File: src/shared/smb_alert_pkg.sv
// shared constants for the address decode, bus timeouts and alert masking
package smb_alert_pkg;
    // alert mask register command code and width
    localparam logic [7:0] CMD_FAULT_MASK = 8'hd8;
    localparam logic [7:0] CMD_CLEAR_FAULT = 8'h03;
    localparam int FAULT_W = 16;
    localparam logic [15:0] FAULT_MASK_RESET = 16'h0000;
    // alert response address (7 bit)
    localparam logic [6:0] ARA_ADDR = 7'h0c;
    // three-level pin codes
    localparam logic [1:0] PIN_LOW = 2'h0;
    localparam logic [1:0] PIN_HIGH = 2'h1;
    localparam logic [1:0] PIN_FLOAT = 2'h2;
    // timing, clock at 100 MHz
    localparam int CLK_MHZ = 100;
    localparam int TIMEOUT_MS = 25;
    localparam int SLAVE_EXT_MS = 25;
    localparam int TIMEOUT_CYC = TIMEOUT_MS * 1000 * CLK_MHZ;
    localparam int SLAVE_EXT_CYC = SLAVE_EXT_MS * 1000 * CLK_MHZ;
    localparam int CNT_W = 22;
    // pin address lookup, index = addr_select_pin_2*9 + addr_select_pin_1*3 + addr_select_pin_0 with float=0, low=1, high=2
    localparam logic [6:0] ADDR_LUT [0:26] = '{
        7'h40, 7'h41, 7'h42, 7'h43, 7'h44, 7'h45, 7'h46, 7'h47, 7'h10,
        7'h11, 7'h12, 7'h13, 7'h14, 7'h15, 7'h16, 7'h17, 7'h50, 7'h51,
        7'h52, 7'h53, 7'h54, 7'h55, 7'h56, 7'h57, 7'h58, 7'h59, 7'h5a};
endpackage : smb_alert_pkg

File: src/shared/addr_if.sv
// address selection handshake between the pin sampler and the bus slave
`timescale 1ns/1ps
interface addr_if;
    logic valid;
    logic [6:0] addr;
    modport src (output valid, output addr);
    modport dst (input valid, input addr);
endinterface : addr_if

File: src/hw/addr_sel.sv
// three-level address pin sampler and lookup
`timescale 1ns/1ps
module addr_sel
    import smb_alert_pkg::*;
(
    input wire logic clk,
    input wire logic rst_n,
    input wire logic sample_ok,
    input wire logic [1:0] pin_code [3],
    addr_if.src out
);
    logic [4:0] idx;
    logic [1:0] t [3];
    logic valid_q;
    logic [6:0] addr_q;

    // float maps to digit 0 so the all-open pattern hits entry zero
    genvar g;
    for (g = 0; g < 3; g++) begin : g_dig
        assign t[g] = (pin_code[g] == PIN_FLOAT) ? 2'h0 :
                      (pin_code[g] == PIN_LOW) ? 2'h1 : 2'h2;
    end
    assign idx = 5'(t[2] * 9 + t[1] * 3 + t[0]);

    // latched once; later pin motion is ignored
    always_ff @(posedge clk or negedge rst_n) begin
        if (!rst_n) begin
            valid_q <= 1'b0;
            addr_q <= 7'h00;
        end else if (sample_ok && !valid_q) begin
            valid_q <= 1'b1;
            addr_q <= ADDR_LUT[idx];
        end
    end
    assign out.valid = valid_q;
    assign out.addr = addr_q;
endmodule : addr_sel

File: src/hw/smb_alert_slave.sv
// smbus slave with pin address, timeouts and alert masking
`timescale 1ns/1ps
//
// Operation
// - each address pin has three levels
// - latch pins after enable and power-good
// - fixed lookup to seven-bit address
// - clock low over 25 ms resets interface
// - own stretching capped at 25 ms
// - alert gated by mask register and auto-mask
// - lowest alerting address wins response read
// - release alert after own address returned
// - auto-mask all faults present at read
// - auto-mask leaves status untouched
// - auto-mask cleared only by clear fault
module smb_alert_slave
    import smb_alert_pkg::*;
(
    input wire logic clk,
    input wire logic rst_n,
    input wire logic enable,
    input wire logic por_done,
    input wire logic [1:0] addr_select_pin_0,
    input wire logic [1:0] addr_select_pin_1,
    input wire logic [1:0] addr_select_pin_2,
    input wire logic scl_i,
    output logic scl_o,
    output logic scl_oe,
    input wire logic sda_i,
    output logic sda_o,
    output logic sda_oe,
    input wire logic stretch_req,
    input wire logic [15:0] fault_status,
    output logic [15:0] status_out,
    output logic alert_oe,
    output logic [6:0] slave_addr,
    output logic addr_valid
);
    typedef enum logic [5:0] {
        S_IDLE = 6'b000001,
        S_ADDR = 6'b000010,
        S_ACK = 6'b000100,
        S_RX = 6'b001000,
        S_TX = 6'b010000,
        S_WAIT = 6'b100000
    } st_e;

    // two-flop synchronisers for every pin input
    logic [1:0] scl_s, sda_s, en_s, por_s;
    logic [1:0] p0_a, p0_b, p1_a, p1_b, p2_a, p2_b;
    always_ff @(posedge clk or negedge rst_n) begin
        if (!rst_n) begin
            scl_s <= 2'h3;
            sda_s <= 2'h3;
            en_s <= 2'h0;
            por_s <= 2'h0;
            p0_a <= 2'h0;
            p0_b <= 2'h0;
            p1_a <= 2'h0;
            p1_b <= 2'h0;
            p2_a <= 2'h0;
            p2_b <= 2'h0;
        end else begin
            scl_s <= {scl_s[0], scl_i};
            sda_s <= {sda_s[0], sda_i};
            en_s <= {en_s[0], enable};
            por_s <= {por_s[0], por_done};
            p0_a <= addr_select_pin_0;
            p0_b <= p0_a;
            p1_a <= addr_select_pin_1;
            p1_b <= p1_a;
            p2_a <= addr_select_pin_2;
            p2_b <= p2_a;
        end
    end

    // edge detection works on the second stage only
    logic scl_q, sda_q;
    always_ff @(posedge clk or negedge rst_n) begin
        if (!rst_n) begin
            scl_q <= 1'b1;
            sda_q <= 1'b1;
        end else begin
            scl_q <= scl_s[1];
            sda_q <= sda_s[1];
        end
    end
    wire scl_rise = scl_s[1] && !scl_q;
    wire scl_fall = !scl_s[1] && scl_q;
    wire start_c = scl_s[1] && scl_q && !sda_s[1] && sda_q;
    wire stop_c = scl_s[1] && scl_q && sda_s[1] && !sda_q;

    // address sampler
    addr_if aif ();
    logic [1:0] pins [3];
    assign pins[0] = p0_b;
    assign pins[1] = p1_b;
    assign pins[2] = p2_b;
    wire sample_ok = en_s[1] && por_s[1];
    addr_sel u_addr (
        .clk(clk),
        .rst_n(rst_n),
        .sample_ok(sample_ok),
        .pin_code(pins),
        .out(aif.src)
    );

    st_e st_q, st_d;
    logic [7:0] sh_q;
    logic [3:0] bit_q;
    logic rw_q, ara_q, lost_q, mine_q;
    logic [1:0] byte_q;
    logic [7:0] cmd_q;
    logic [15:0] mask_q, auto_q;
    logic [CNT_W-1:0] low_cnt_q;
    logic [CNT_W:0] ext_cnt_q;
    logic sda_oe_q, scl_oe_q, alert_q, stretch_q;

    // bus timeouts: long clock low, or own stretch budget used up
    wire low_to = low_cnt_q >= CNT_W'(TIMEOUT_CYC);
    wire ext_to = ext_cnt_q >= (CNT_W+1)'(SLAVE_EXT_CYC);
    wire abort = low_to || ext_to;
    always_ff @(posedge clk or negedge rst_n) begin
        if (!rst_n) low_cnt_q <= '0;
        else if (scl_s[1] || st_q == S_IDLE) low_cnt_q <= '0;
        else if (!low_to) low_cnt_q <= low_cnt_q + 1'b1;
    end
    // cumulative per message, start to stop
    always_ff @(posedge clk or negedge rst_n) begin
        if (!rst_n) ext_cnt_q <= '0;
        else if (start_c || stop_c) ext_cnt_q <= '0;
        else if (scl_oe_q && !ext_to) ext_cnt_q <= ext_cnt_q + 1'b1;
    end

    // address match includes the alert response address when alerting
    // after eight shifts the address sits above the read/write bit
    wire [6:0] rx_addr = sh_q[7:1];
    wire hit_own = aif.valid && rx_addr == aif.addr;
    wire hit_ara = rx_addr == ARA_ADDR && alert_q;
    wire [15:0] live = fault_status & ~mask_q & ~auto_q;

    // receive and transmit sequencing
    always_comb begin
        st_d = st_q;
        case (st_q)
            S_IDLE: if (start_c) st_d = S_ADDR;
            S_ADDR: if (scl_fall && bit_q == 4'h8)
                st_d = (hit_own || hit_ara) ? S_ACK : S_WAIT;
            S_ACK: if (scl_fall) st_d = rw_q ? S_TX : S_RX;
            S_RX: if (scl_fall && bit_q == 4'h8) st_d = S_ACK;
            S_TX: if (scl_fall && (bit_q == 4'h8 || lost_q)) st_d = S_WAIT;
            S_WAIT: st_d = S_WAIT;
            default: st_d = S_IDLE;
        endcase
        if (stop_c || abort) st_d = S_IDLE;
        else if (start_c) st_d = S_ADDR;
    end

    always_ff @(posedge clk or negedge rst_n) begin
        if (!rst_n) st_q <= S_IDLE;
        else st_q <= st_d;
    end

    // shift register, bit counter and byte bookkeeping
    always_ff @(posedge clk or negedge rst_n) begin
        if (!rst_n) begin
            sh_q <= 8'h00;
            bit_q <= 4'h0;
            rw_q <= 1'b0;
            ara_q <= 1'b0;
            byte_q <= 2'h0;
            cmd_q <= 8'h00;
            lost_q <= 1'b0;
            mine_q <= 1'b0;
        end else if (st_d == S_ADDR && st_q != S_ADDR) begin
            bit_q <= 4'h0;
            byte_q <= 2'h0;
            lost_q <= 1'b0;
        end else if (st_q == S_ADDR && scl_rise) begin
            sh_q <= {sh_q[6:0], sda_s[1]};
            bit_q <= bit_q + 4'h1;
            if (bit_q == 4'h7) begin
                rw_q <= sda_s[1];
                // seven address bits are in the low end before the eighth shift
                ara_q <= sh_q[6:0] == ARA_ADDR && !(aif.valid && sh_q[6:0] == aif.addr);
            end
        end else if (st_q == S_ACK && scl_fall) begin
            bit_q <= 4'h0;
            if (rw_q) sh_q <= {1'b0, aif.addr};
        end else if (st_q == S_RX && scl_rise) begin
            sh_q <= {sh_q[6:0], sda_s[1]};
            bit_q <= bit_q + 4'h1;
        end else if (st_q == S_RX && scl_fall && bit_q == 4'h8) begin
            byte_q <= byte_q + 2'h1;
            if (byte_q == 2'h0) cmd_q <= sh_q;
        end else if (st_q == S_TX && scl_rise) begin
            // sent a one but the wire is low: another slave wins
            if (sh_q[7] && !sda_s[1]) lost_q <= 1'b1;
            bit_q <= bit_q + 4'h1;
            mine_q <= bit_q == 4'h7 && !lost_q && !(sh_q[7] && !sda_s[1]);
        end else if (st_q == S_TX && scl_fall) begin
            // next bit only moves while the clock is low, never mid-high
            sh_q <= {sh_q[6:0], 1'b0};
        end else begin
            mine_q <= 1'b0;
        end
    end

    // mask register writes, clear fault, and automatic masking
    wire wr_lo = st_q == S_RX && scl_fall && bit_q == 4'h8 && byte_q == 2'h1;
    wire wr_hi = st_q == S_RX && scl_fall && bit_q == 4'h8 && byte_q == 2'h2;
    wire clr_f = st_q == S_RX && scl_fall && bit_q == 4'h8 && byte_q == 2'h0
                 && sh_q == CMD_CLEAR_FAULT;
    always_ff @(posedge clk or negedge rst_n) begin
        if (!rst_n) begin
            mask_q <= FAULT_MASK_RESET;
            auto_q <= 16'h0000;
        end else begin
            if (wr_lo && cmd_q == CMD_FAULT_MASK) mask_q[7:0] <= sh_q;
            if (wr_hi && cmd_q == CMD_FAULT_MASK) mask_q[15:8] <= sh_q;
            // a fresh win beats a same-cycle clear
            if (mine_q && ara_q) auto_q <= auto_q | fault_status;
            else if (clr_f) auto_q <= 16'h0000;
        end
    end

    // pin drivers: data low for ack and zero bits, clock held low for stretch
    // the ack phase is always ours: address ack on reads and writes, byte ack on writes
    wire ack_drv = st_q == S_ACK;
    // hold the last bit through its high phase; release comes with the state change
    wire tx_drv = st_q == S_TX && !lost_q && !sh_q[7];
    always_ff @(posedge clk or negedge rst_n) begin
        if (!rst_n) begin
            sda_oe_q <= 1'b0;
            scl_oe_q <= 1'b0;
            alert_q <= 1'b0;
            stretch_q <= 1'b0;
        end else begin
            sda_oe_q <= !abort && (ack_drv || tx_drv);
            stretch_q <= stretch_req;
            // grab the clock only at a seen falling edge, so a high phase is never cut
            scl_oe_q <= !abort && stretch_q && st_q != S_IDLE && (scl_oe_q || scl_fall);
            alert_q <= |live;
        end
    end

    // status passes straight through; masks never touch it
    always_ff @(posedge clk or negedge rst_n) begin
        if (!rst_n) begin
            status_out <= 16'h0000;
            slave_addr <= 7'h00;
            addr_valid <= 1'b0;
        end else begin
            status_out <= fault_status;
            slave_addr <= aif.addr;
            addr_valid <= aif.valid;
        end
    end

    assign sda_o = 1'b0;
    assign scl_o = 1'b0;
    assign sda_oe = sda_oe_q;
    assign scl_oe = scl_oe_q;
    assign alert_oe = alert_q;
endmodule : smb_alert_slave

File: config.mk
export PLATFORM = sky130hd
export DESIGN_NAME = smb_alert_slave
export DESIGN_NICKNAME = d
export VERILOG_FILES = /design/src/shared/smb_alert_pkg.sv /design/src/shared/addr_if.sv /design/src/hw/addr_sel.sv /design/src/hw/smb_alert_slave.sv
export SDC_FILE = /design/constraint.sdc
export NUM_CORES = 1
export LEC_CHECK = 0
export ABC_CLOCK_PERIOD_IN_PS = 5150
export BUFFER_PORTS_ARGS = -buffer_cell sky130_fd_sc_hd__buf_2
export CAP_MARGIN = 40
export CORE_MARGIN = 2
export CORE_UTILIZATION = 40
export DETAILED_ROUTE_END_ITERATION = 12
export PLACE_DENSITY = 0.59
export SLEW_MARGIN = 5
export SYNTH_ARGS = -nofsm -noshare
export SYNTH_HDL_FRONTEND = slang
export SYNTH_SLANG_ARGS = --single-unit
File: constraint.sdc
create_clock -name clk -period 5.15 [get_ports clk]
set_input_delay 0.7725 -clock clk [delete_from_list [all_inputs] [get_ports clk]]
set_output_delay 0.7725 -clock clk [all_outputs]
set_load 0.01 [all_outputs]
== Word-level counts from Yosys, hierarchy flattened ==
Memories as Yosys holds them, arrays and structs flattened. A register that Yosys moved wholly into a read port is not among the register bits.
Cells that the tools add are included.

* Register bits after elaboration: 160
* Bits in latches: 0
* Bits in writable memories: 0
* Bits in read-only memories: 224
* Input bits: 29
* Output and inout bits: 29
* Word-level logic and storage cells: 215
* Memories: 1

* Add/sub/neg operators: 6
* Multiply operators: 2
* Div/mod/pow operators: 0
* Order comparisons: 2
* Eq/ne operators: 32
* Shifts and indexed selects: 0
* Muxes and demuxes: 48
* Bitwise gates (word level): 11
* Reduce and logical (&&, ||, !) cells: 79

{| class="wikitable"
|+ Memories
! memory !! words !! bits a word !! rd ports !! clocked after Yosys merged registers in !! wr ports !! line !! RTL
|-
| (no name shown) || 32 || 7 || 1 || 1 || 0 || addr_sel.sv:32 || <nowiki>addr_q <= ADDR_LUT[idx];</nowiki>
|}

{| class="wikitable"
|+ Operator list
! kind !! number
|-
| 8-bit two-way mux || 7
|-
| 23-bit two-way mux || 2
|-
| 22-bit two-way mux || 2
|-
| 6-bit two-way mux || 7
|-
| 1-bit logical AND || 40
|-
| 6-bit case mux with 6 select lines || 1
|-
| 16-bit AND || 2
|-
| 16-bit two-way mux || 2
|-
| 16-bit inverter || 2
|-
| 4-bit two-way mux || 6
|-
| 23-bit by 1-bit adder with 23-bit output (second input constant) || 1
|-
| 23-bit by 22-bit >= comparator with 1-bit output (second input constant) || 1
|-
| 22-bit by 1-bit adder with 22-bit output (second input constant) || 1
|-
| 22-bit >= comparator (second input constant) || 1
|-
| 2-bit two-way mux || 11
|-
| 6-bit AND reduction || 3
|-
| 16-bit OR || 1
|-
| 16-bit OR reduction || 1
|-
| 7-bit by 4-bit equality test with 1-bit output (second input constant) || 2
|-
| 7-bit equality test || 2
|-
| 6-bit by 2-bit equality test with 1-bit output (second input constant) || 2
|-
| 1-bit zero test || 12
|-
| 2-bit != test (second input constant) || 5
|-
| 2-bit nonzero test || 5
|-
| other kinds (35) || 61
|}

== Depth between registers and ports, before layout ==
Gate-level depths: netlist (run 1).

* Depth after elaboration: 12
* Mapped depth: 10
* Mapped depth without buffers: 10

== By module ==
From an unflattened synthesis (run 1), not the netlist that was laid out.

* Cell total of the unflattened synthesis: 704
* Area total of the unflattened synthesis: 7,584.8 um2

{| class="wikitable"
|+ Modules (own cells, without submodules)
! module !! instances !! cells an instance !! area an instance (um2) !! sequential area each (um2)
|-
| smb_alert_slave || 1 || 646 || 7,034.2 || 3,987.6
|-
| addr_sel || 1 || 58 || 550.5 || 175.2
|}

== Worst setup path after synthesis (run 1) ==
Ideal clock, no wire load.

* Path kind: flip-flop to flip-flop
* From: register p2_b[0]
* To: register u_addr.addr_q[3] (netlist: u_addr.out.addr[3])
* Library setup time: 0.125 ns
* Data arrival time: 2.274 ns
* Required time: 5.025 ns
* Slack: 2.751 ns
* Cell stages (with the launch flop): 10
* Buffers on the path: 0
* Period minus slack after synthesis: 2.399 ns
* Cells stage by stage: dfrtp_1 nor2_1 fa_1 a21o_1 fa_1 a31oi_1 xnor2_1 inv_1 nor2_1 mux2_2

* Longest elaborated chain between the ends: 7
* Elaborated cells on any way between the ends: 8
* Those cells by class: 2 x add/sub; 1 x mul; 1 x eq/ne; 2 x mux; 1 x bitwise; 1 x reduce/logical

{| class="wikitable"
|+ Ends and longest elaborated chain
! what !! line !! RTL
|-
| from (decl) || smb_alert_slave.sv:50 || <nowiki>logic [1:0] p0_a, p0_b, p1_a, p1_b, p2_a, p2_b;</nowiki>
|-
| from (signal assigned) || smb_alert_slave.sv:73 || <nowiki>p2_b <= p2_a;</nowiki>
|-
| 2-bit zero test || addr_sel.sv:21 || <nowiki>(pin_code[g] == PIN_LOW) ? 2'h1 : 2'h2;</nowiki>
|-
| 2-bit two-way mux || addr_sel.sv:21 ||
|-
| 2-bit two-way mux * || addr_sel.sv:20 || <nowiki>assign t[g] = (pin_code[g] == PIN_FLOAT) ? 2'h0 :</nowiki>
|-
| 2-bit by 4-bit multiplier with 5-bit output * || addr_sel.sv:23 || <nowiki>assign idx = 5'(t[2] * 9 + t[1] * 3 + t[0]);</nowiki>
|-
| 5-bit by 4-bit adder with 5-bit output * || addr_sel.sv:23 ||
|-
| 5-bit by 2-bit adder with 5-bit output * || addr_sel.sv:23 ||
|-
| 5-bit inverter with 6-bit output (implied by the code) * || addr_sel.sv:32 ||
|-
| to (decl) || addr_sel.sv:15 || <nowiki>logic [6:0] addr_q;</nowiki>
|}

Every way passes the cells marked *; elsewhere a longest branch is shown, timed or not.
A chain may end at the register's enable or synchronous reset.

== Worst setup path after layout (run 1) ==
* From: register p2_b[0]
* To: register u_addr.addr_q[0] (netlist: u_addr.out.addr[0])

Same word-level chain as after synthesis.

==> metrics.md, run 1 <==
| Metric | Value |
|---|---|
| Vert. Die Dim | `143 um` |
| Number of storage elements in the synthesis netlist | `approximately 170` |
| Number of cells on the worst reg-to-reg path | `9` |
| Vias in the first global route | `between 5000 and 6000` |
| Tightest Hold Check Type | `input pin to async pin` |
| Final total negative setup slack | `0 ns` |
| Inserted Clock Buffers | `17` |
| Hold buffers post-CTS | `0` |
| Measured slew at the worst slew-check pin | `0.855 ns` |
| LEAKAGE | `between 0.003 and 0.004 uW` |
| Initial detailed-routing violation count | `about 350` |
| Biggest fanout along the worst timing path | `3` |
| Arrival time at the worst endpoint | `about 2.9 ns` |
| Layout cells sized above 1 | `0.189` |
| Min Hold Slack | `~0.3 ns` |
| CORE AREA | `approximately 0.019 sq mm` |
| Post-placement worst setup slack | `around 2.5 ns` |
| Critical Path Sink | `u_addr.out.addr[0]` |
| Detailed-route via count | `between 5000 and 6000` |
| Endpoint of the worst register-to-register path | `u_addr.out.addr[0]` |
| Resized Gates After CTS | `0` |
| Worst reg2reg path startpoint | `p2_b[0]` |
| Cell Rows | `50` |
| Gate count of the mapped netlist | `733` |
| Maximum root-to-sink buffer count | `2` |
| Number of antenna violations at the first check in global routing | `0` |
| Number of standard cells in the final layout excluding fillers | `approximately 1000` |
| Number of maximum-capacitance constraint violations | `0` |
| Die Area | `0.0204 sq mm` |
| Final Slew Violations | `0` |
| Clock tree from TritonCTS | `yes` |
| Startpoint type of the worst setup path | `flop` |
| Total design power | `2860 uW` |
| Setup Skew | `0.00958 ns` |
| Crit path from | `p2_b[0]` |
| Highest-count cells in the layout ignoring fill and taps | `sky130_fd_sc_hd__dfrtp_1 (158), sky130_fd_sc_hd__nor2_1 (112), sky130_fd_sc_hd__buf_2 (53), sky130_fd_sc_hd__nand2_1 (47), sky130_fd_sc_hd__xnor2_1 (43)` |
| Number of distinct standard cells referenced by the synthesized netlist | `74` |
| Leading cell type in the layout, fill and taps excluded | `sky130_fd_sc_hd__dfrtp_1` |
| Final estimated routing congestion in global placement | `~0.84` |
| # fillers | `roughly 1700` |
| Input/output buffers | `54` |
| Maximum clock frequency | `between 300 and 400 MHz` |
| Most used DFF post-synth | `sky130_fd_sc_hd__dfrtp_1` |
| Clock slew at reported path FFs | `approximately 0.07 ns` |
| Floorplan die width | `143 um` |
| Clock latency on the worst-skew pair | `~0.43 ns` |
| DRC errors left | `0` |
| Number of detailed-route iterations in the first pass | `7` |
| Class of the most critical setup path | `flop to flop` |
| Combined area of all synthesized cells | `roughly 0.0077 sq mm` |
| Count of antenna diodes in the layout | `0` |
| Total area of multi-input combinational cells | `between 0.003 and 0.004 sq mm` |
| RSZ-0062 raised after global routing | `no` |
| Gr ovfl total | `0` |
| Post-route fraction of the period consumed by the critical path | `0.516` |
| Placed cell count | `a little over 1000` |
| H-tree depth | `4` |
| Number of enable flip-flop cells after synthesis | `0` |
| Fin nets | `about 800` |
| Run status | `finished, final reports clean` |
| Worst reg-to-reg setup slack | `about 2.5 ns` |
| Register area share after synthesis | `0.537` |
| Average footprint of a synthesized cell | `10.5 sq um` |
| Antenna-violating nets left | `0` |
| Root Buffer Master | `sky130_fd_sc_hd__clkbuf_16` |
| WL/cell | `15.4 um` |
| Total wire length | `between 15000 and 20000 um` |
| Global-route wire length before repair | `~28000 um` |
| Fin crit period | `roughly 2.7 ns` |
| Reg area | `approximately 0.0041 sq mm` |
| Clk sinks | `between 150 and 200` |
| Synth async-reset ratio | `1.00` |
| Starting density of the core | `0.409` |
| Final Hold Violating Endpoints | `0` |
| Power Density | `approximately 320 mW/mm^2` |
| Critical Path Sink Type | `flop` |
| Worst-case headroom to the max-slew limit | `0.426` |
| Number of primary I/O pins | `58` |
| P&R area growth vs syn | `14.3%` |
| Warning count from the yosys run | `0` |
| Max rail drop VDD | `0.236 mV` |
| Via density | `approximately 5.2` |
| DP Wirelength | `between 10000 and 15000 um` |
| Worst setup slack after layout | `approximately 2.5 ns` |
| Post-CTS setup-driven buffer insertion count | `0` |
| Overall global routing resource usage | `0.168` |
| Required time of the worst setup path | `roughly 5.4 ns` |
| Maximum number of pins on one net before global-route repair | `60` |
| Final number of setup-violating endpoints | `0` |
[per-stage QoR]
| stage | cell area [sq um] | utilization |
|---|---|---|
| 2_1_floorplan | 7720 | - |
| 3_3_place_gp | 8170 | 0.434 |
| 3_5_place_dp | 8190 | 0.435 |
| 4_1_cts | 8810 | 0.468 |
| 5_1_grt | 8810 | 0.468 |
| 6_report | 8810 | 0.468 |
[synthesized netlist by cell type, types with 9 or more instances]
library cell / count / area (sq um)
sky130_fd_sc_hd__a31oi_1: 10 / 62.6
sky130_fd_sc_hd__inv_1: 19 / 71.3
sky130_fd_sc_hd__xnor2_1: 43 / 377
sky130_fd_sc_hd__buf_2: 9 / 45.0
sky130_fd_sc_hd__nand2_1: 47 / 176
sky130_fd_sc_hd__clkbuf_1: 21 / 78.8
sky130_fd_sc_hd__nand4_1: 15 / 93.8
sky130_fd_sc_hd__nor3_1: 22 / 110
sky130_fd_sc_hd__nor4_1: 10 / 62.6
sky130_fd_sc_hd__o21ai_0: 17 / 85.1
sky130_fd_sc_hd__nor2_1: 113 / 424
sky130_fd_sc_hd__xor2_1: 12 / 105
sky130_fd_sc_hd__mux2_2: 25 / 282
sky130_fd_sc_hd__ha_1: 14 / 175
sky130_fd_sc_hd__a21oi_1: 32 / 160
sky130_fd_sc_hd__dfrtp_1: 158 / 3950
sky130_fd_sc_hd__nand3_1: 25 / 125
[layout make-up]
type | instances | area share
flip-flops and latches | 165 | 0.470
inverters | 19 | 0.00809
clock buffers | 17 | 0.0483
multi-input cells | 514 | 0.378
clock inverters | 15 | 0.0227
well taps | 260 | 0.0369
repair buffers | 59 | 0.0361
[per-layer routing]
layer | track usage | vias to the layer above | routed length, um
met5 | 0 | - | 0
met4 | 0.0516 | 0 | 131
li1 | - | 2630 | -
met1 | 0.222 | 2752 | 7480
met2 | 0.281 | 107 | 7890
met3 | 0.0339 | 14 | 616
[kinds of logic (layout without fill, tap and decap cells)]
group,count (synthesis),after routing,synth area share
AOI/OAI and AO/OA,97,97,0.0818
xor gates and xnor gates,55,55,0.0625
adders and majority gates,16,16,0.0279
buffers and inverters,56,110,0.0323
DFF,165,165,0.537
muxes,27,27,0.0391
other,1,3,0.000486
and+or+nand+nor,316,316,0.219
[where the power goes]
part	switching (uW)	internal, uW	leakage [uW]
sequential	44.2	1340	0.00217
clock	635	669	0.000298
combinational	98.3	71.4	0.00148
[critical path, cell delays in order, from the launching register on]
cell and delay [ns]:
sky130_fd_sc_hd__dfrtp_1 0.41, sky130_fd_sc_hd__nor2_1 0.29, sky130_fd_sc_hd__fa_1 0.46, sky130_fd_sc_hd__a21o_1 0.19
sky130_fd_sc_hd__fa_1 0.41, sky130_fd_sc_hd__a31oi_1 0.23, sky130_fd_sc_hd__xnor2_1 0.17, sky130_fd_sc_hd__inv_1 0.08
sky130_fd_sc_hd__nor2_1 0.16, sky130_fd_sc_hd__a31oi_1 0.11
[sequential cells by signal, summed over array words and instances, names as in the netlist, 4 cells and up]
signal           cells
u_addr.out.addr      6
status_out          16
auto_q              16
mask_q              16
sh_q                 8
slave_addr           6
bit_q                4
ext_cnt_q           23
low_cnt_q           22
st_q                 6
cmd_q                8
[how the worst min path moves through the flow]
stage / from / to / slack, ns
2_1_floorplan: en_s[0] / en_s[1] / 0.33
3_3_place_gp: p1_a[0] / p1_b[0] / 0.34
3_5_place_dp: p0_a[0] / p0_b[0] / 0.33
4_1_cts: rst_n / ext_cnt_q[7] / 0.32
5_1_grt: rst_n / ext_cnt_q[7] / 0.34
6_report: rst_n / ext_cnt_q[7] / 0.30
No activity file was read; power rests on OpenSTA's default activity.
==> run 2, diff against run 1 <==
Settings changed: ABC_CLOCK_PERIOD_IN_PS 5150 to 2490.
Clock period 5.15 ns to 2.49 ns, I/O delays scaled along.
==> metrics.md, run 2 (synthesis gave the netlist of run 1 again) <==
| Metric | Value |
|---|---|
| Final Slew Violations | `0 (unchanged)` |
| Final Hold Violating Endpoints | `0 (unchanged)` |
| Number of maximum-capacitance constraint violations | `0 (unchanged)` |
| Fin nets | `839 (+2.2%)` |
| DRC errors left | `0 (unchanged)` |
| Register name with the most flops | `ext_cnt_q` |
| DP Wirelength | `11500 um (+3.3%)` |
| Critical Path Sink Type | `flop` |
| Post-route fraction of the period consumed by the critical path | `0.936 (+0.419)` |
| Setup Skew | `0.00755 ns (-0.00202 ns)` |
| Inserted Clock Buffers | `17 (unchanged)` |
| Layout cells sized above 1 | `0.208 (+0.0193)` |
| Highest-count cells in the layout ignoring fill and taps | `sky130_fd_sc_hd__dfrtp_1 (158), sky130_fd_sc_hd__nor2_1 (110), sky130_fd_sc_hd__buf_2 (53), sky130_fd_sc_hd__nand2_1 (47), sky130_fd_sc_hd__xnor2_1 (43)` |
| H-tree depth | `4 (unchanged)` |
| Initial detailed-routing violation count | `371 (+6.3%)` |
| Vert. Die Dim | `143 um (unchanged)` |
| Gr ovfl total | `0 (unchanged)` |
| Number of antenna violations at the first check in global routing | `0 (unchanged)` |
| Input/output buffers | `54 (unchanged)` |
| Power Density | `643 mW/mm^2 (+98%)` |
| Maximum number of pins on one net before global-route repair | `59 (-1.7%)` |
| Number of primary I/O pins | `58 (unchanged)` |
| Total wire length | `16300 um (+0.89%)` |
| Arrival time at the worst endpoint | `2.64 ns (-0.30 ns)` |
| Largest regs | `ext_cnt_q x23, low_cnt_q x22` |
| Startpoint type of the worst setup path | `flop` |
| Measured slew at the worst slew-check pin | `0.678 ns (-0.178 ns)` |
| Biggest fanout along the worst timing path | `3 (unchanged)` |
| Class of the most critical setup path | `flop to flop` |
| Flip-flop count of the largest register after layout | `23 (unchanged)` |
| Clock slew at reported path FFs | `0.07 ns (about the same)` |
| Crit path from | `p1_b[1]` |
| Clk sinks | `165 (unchanged)` |
| Required time of the worst setup path | `2.80 ns (-2.63 ns)` |
| Max rail drop VDD | `0.479 mV (+100%)` |
| Placed cell count | `1034 (+1.7%)` |
| Worst reg2reg path startpoint | `p1_b[1]` |
| Floorplan die width | `143 um (unchanged)` |
| Via density | `5.21 (-0.72%)` |
| Detailed-route via count | `5557 (+0.98%)` |
| Fin crit period | `2.33 ns (-0.328 ns)` |
| CORE AREA | `0.0188 sq mm (unchanged)` |
| Maximum clock frequency | `429 MHz (+14%)` |
| Count of antenna diodes in the layout | `0 (unchanged)` |
| Antenna-violating nets left | `0 (unchanged)` |
| Global-route wire length before repair | `27500 um (-0.15%)` |
| Number of detailed-route iterations in the first pass | `5 (-2)` |
| Run status | `finished, final reports clean` |
| Overall global routing resource usage | `0.169 (+0.000936)` |
| Clock latency on the worst-skew pair | `0.43 ns (about the same)` |
| Tightest Hold Check Type | `input pin to flop` |
| Worst-case headroom to the max-slew limit | `0.548 (+0.123)` |
| LEAKAGE | `0.00403 uW (+2.1%)` |
| # fillers | `1736 (-0.74%)` |
| Root Buffer Master | `sky130_fd_sc_hd__clkbuf_16` |
| Vias in the first global route | `5631 (+0.73%)` |
| Starting density of the core | `0.409 (unchanged)` |
| Final number of setup-violating endpoints | `0 (unchanged)` |
| P&R area growth vs syn | `15.6%` |
| Min-Delay Startpoint | `sda_i` |
| Die Area | `0.0204 sq mm (unchanged)` |
| Final estimated routing congestion in global placement | `0.871 (+3.5%)` |
| Final core utilization | `0.473 (+0.00532)` |
| Cell Rows | `50 (unchanged)` |
| Maximum root-to-sink buffer count | `2 (unchanged)` |
| WL/cell | `15.2 um (-0.81%)` |
| Clock tree from TritonCTS | `yes` |
| RSZ-0062 raised after global routing | `no` |
| Final total negative setup slack | `0 ns (unchanged)` |
| Post-CTS setup-driven buffer insertion count | `0 (unchanged)` |
| Leading cell type in the layout, fill and taps excluded | `sky130_fd_sc_hd__dfrtp_1` |
| Number of standard cells in the final layout excluding fillers | `1067 (+1.7%)` |
==> run 2: timing repair <==
item,in CTS,in global routing
pin swaps,0,1
resized for setup,3,2
setup endpoints to repair,3,3
hold endpoints to repair,50,0
hold buffers,1,0
==> run 2: worst paths after layout <==
kind	to	slack (ns)	depth (start not counted)
min reg2reg	p1_b[0]	0.35	0
max	u_addr.out.addr[3]	0.16	9
min	sda_s[0]	0.04	1
max reg2reg	u_addr.out.addr[3]	0.16	9
max in group asynchronous	scl_q	1.29	3
min in group asynchronous	status_out[10]	0.48	2
==> run 2: routing by layer <==
metal / global-route usage / wire length (um) / up-vias
li1: - / - / 2667
met1: 0.216 / 7340 / 2754
met2: 0.285 / 8070 / 113
met3: 0.0366 / 559 / 23
met4: 0.0599 / 281 / 0
met5: 0 / 0 / -
==> run 2: power by group <==
group | switching (uW) | leakage (uW) | internal [uW]
sequential | 88.8 | 0.00217 | 2770
clock | 1170 | 0.000279 | 1320
combinational | 214 | 0.00158 | 162
==> run 2: layout make-up <==
cell class              instances  area (sq um)  area share
clock buffers                  18           429      0.0482
flip-flops and latches        165          4140       0.464
repair buffers                 77           477      0.0535
clock inverters                14           125      0.0140
multi-input cells             514          3350       0.375
well taps                     260           325      0.0365
inverters                      19          71.3     0.00800
==> run 2: worst max-delay path, stage by stage, from the launching register on <==
cell                      delay [ns]
sky130_fd_sc_hd__dfrtp_1        0.41
sky130_fd_sc_hd__nor2_4         0.14
sky130_fd_sc_hd__fa_1           0.43
sky130_fd_sc_hd__a21o_1         0.20
sky130_fd_sc_hd__fa_2           0.35
sky130_fd_sc_hd__a31oi_1        0.17
sky130_fd_sc_hd__xnor2_1        0.10
sky130_fd_sc_hd__inv_1          0.09
sky130_fd_sc_hd__nor2_2         0.05
sky130_fd_sc_hd__mux2_2         0.27
==> run 2: stage by stage <==
step / worst slack, ns / instance area (sq um) / hold slack, ns / power [uW]
final: 0.160 / 8910 / 0.0441 / 5730
after global routing: 0.0302 / 8910 / 0.0266 / 5990
after CTS: 0.0340 / 8900 / 0.0284 / 5810
after detailed placement: -0.0388 / 8330 / 0.336 / 3290
after global placement: 0.0582 / 8320 / 0.333 / 3280
after floorplan: 0.0910 / 7720 / 0.0779 / 3090
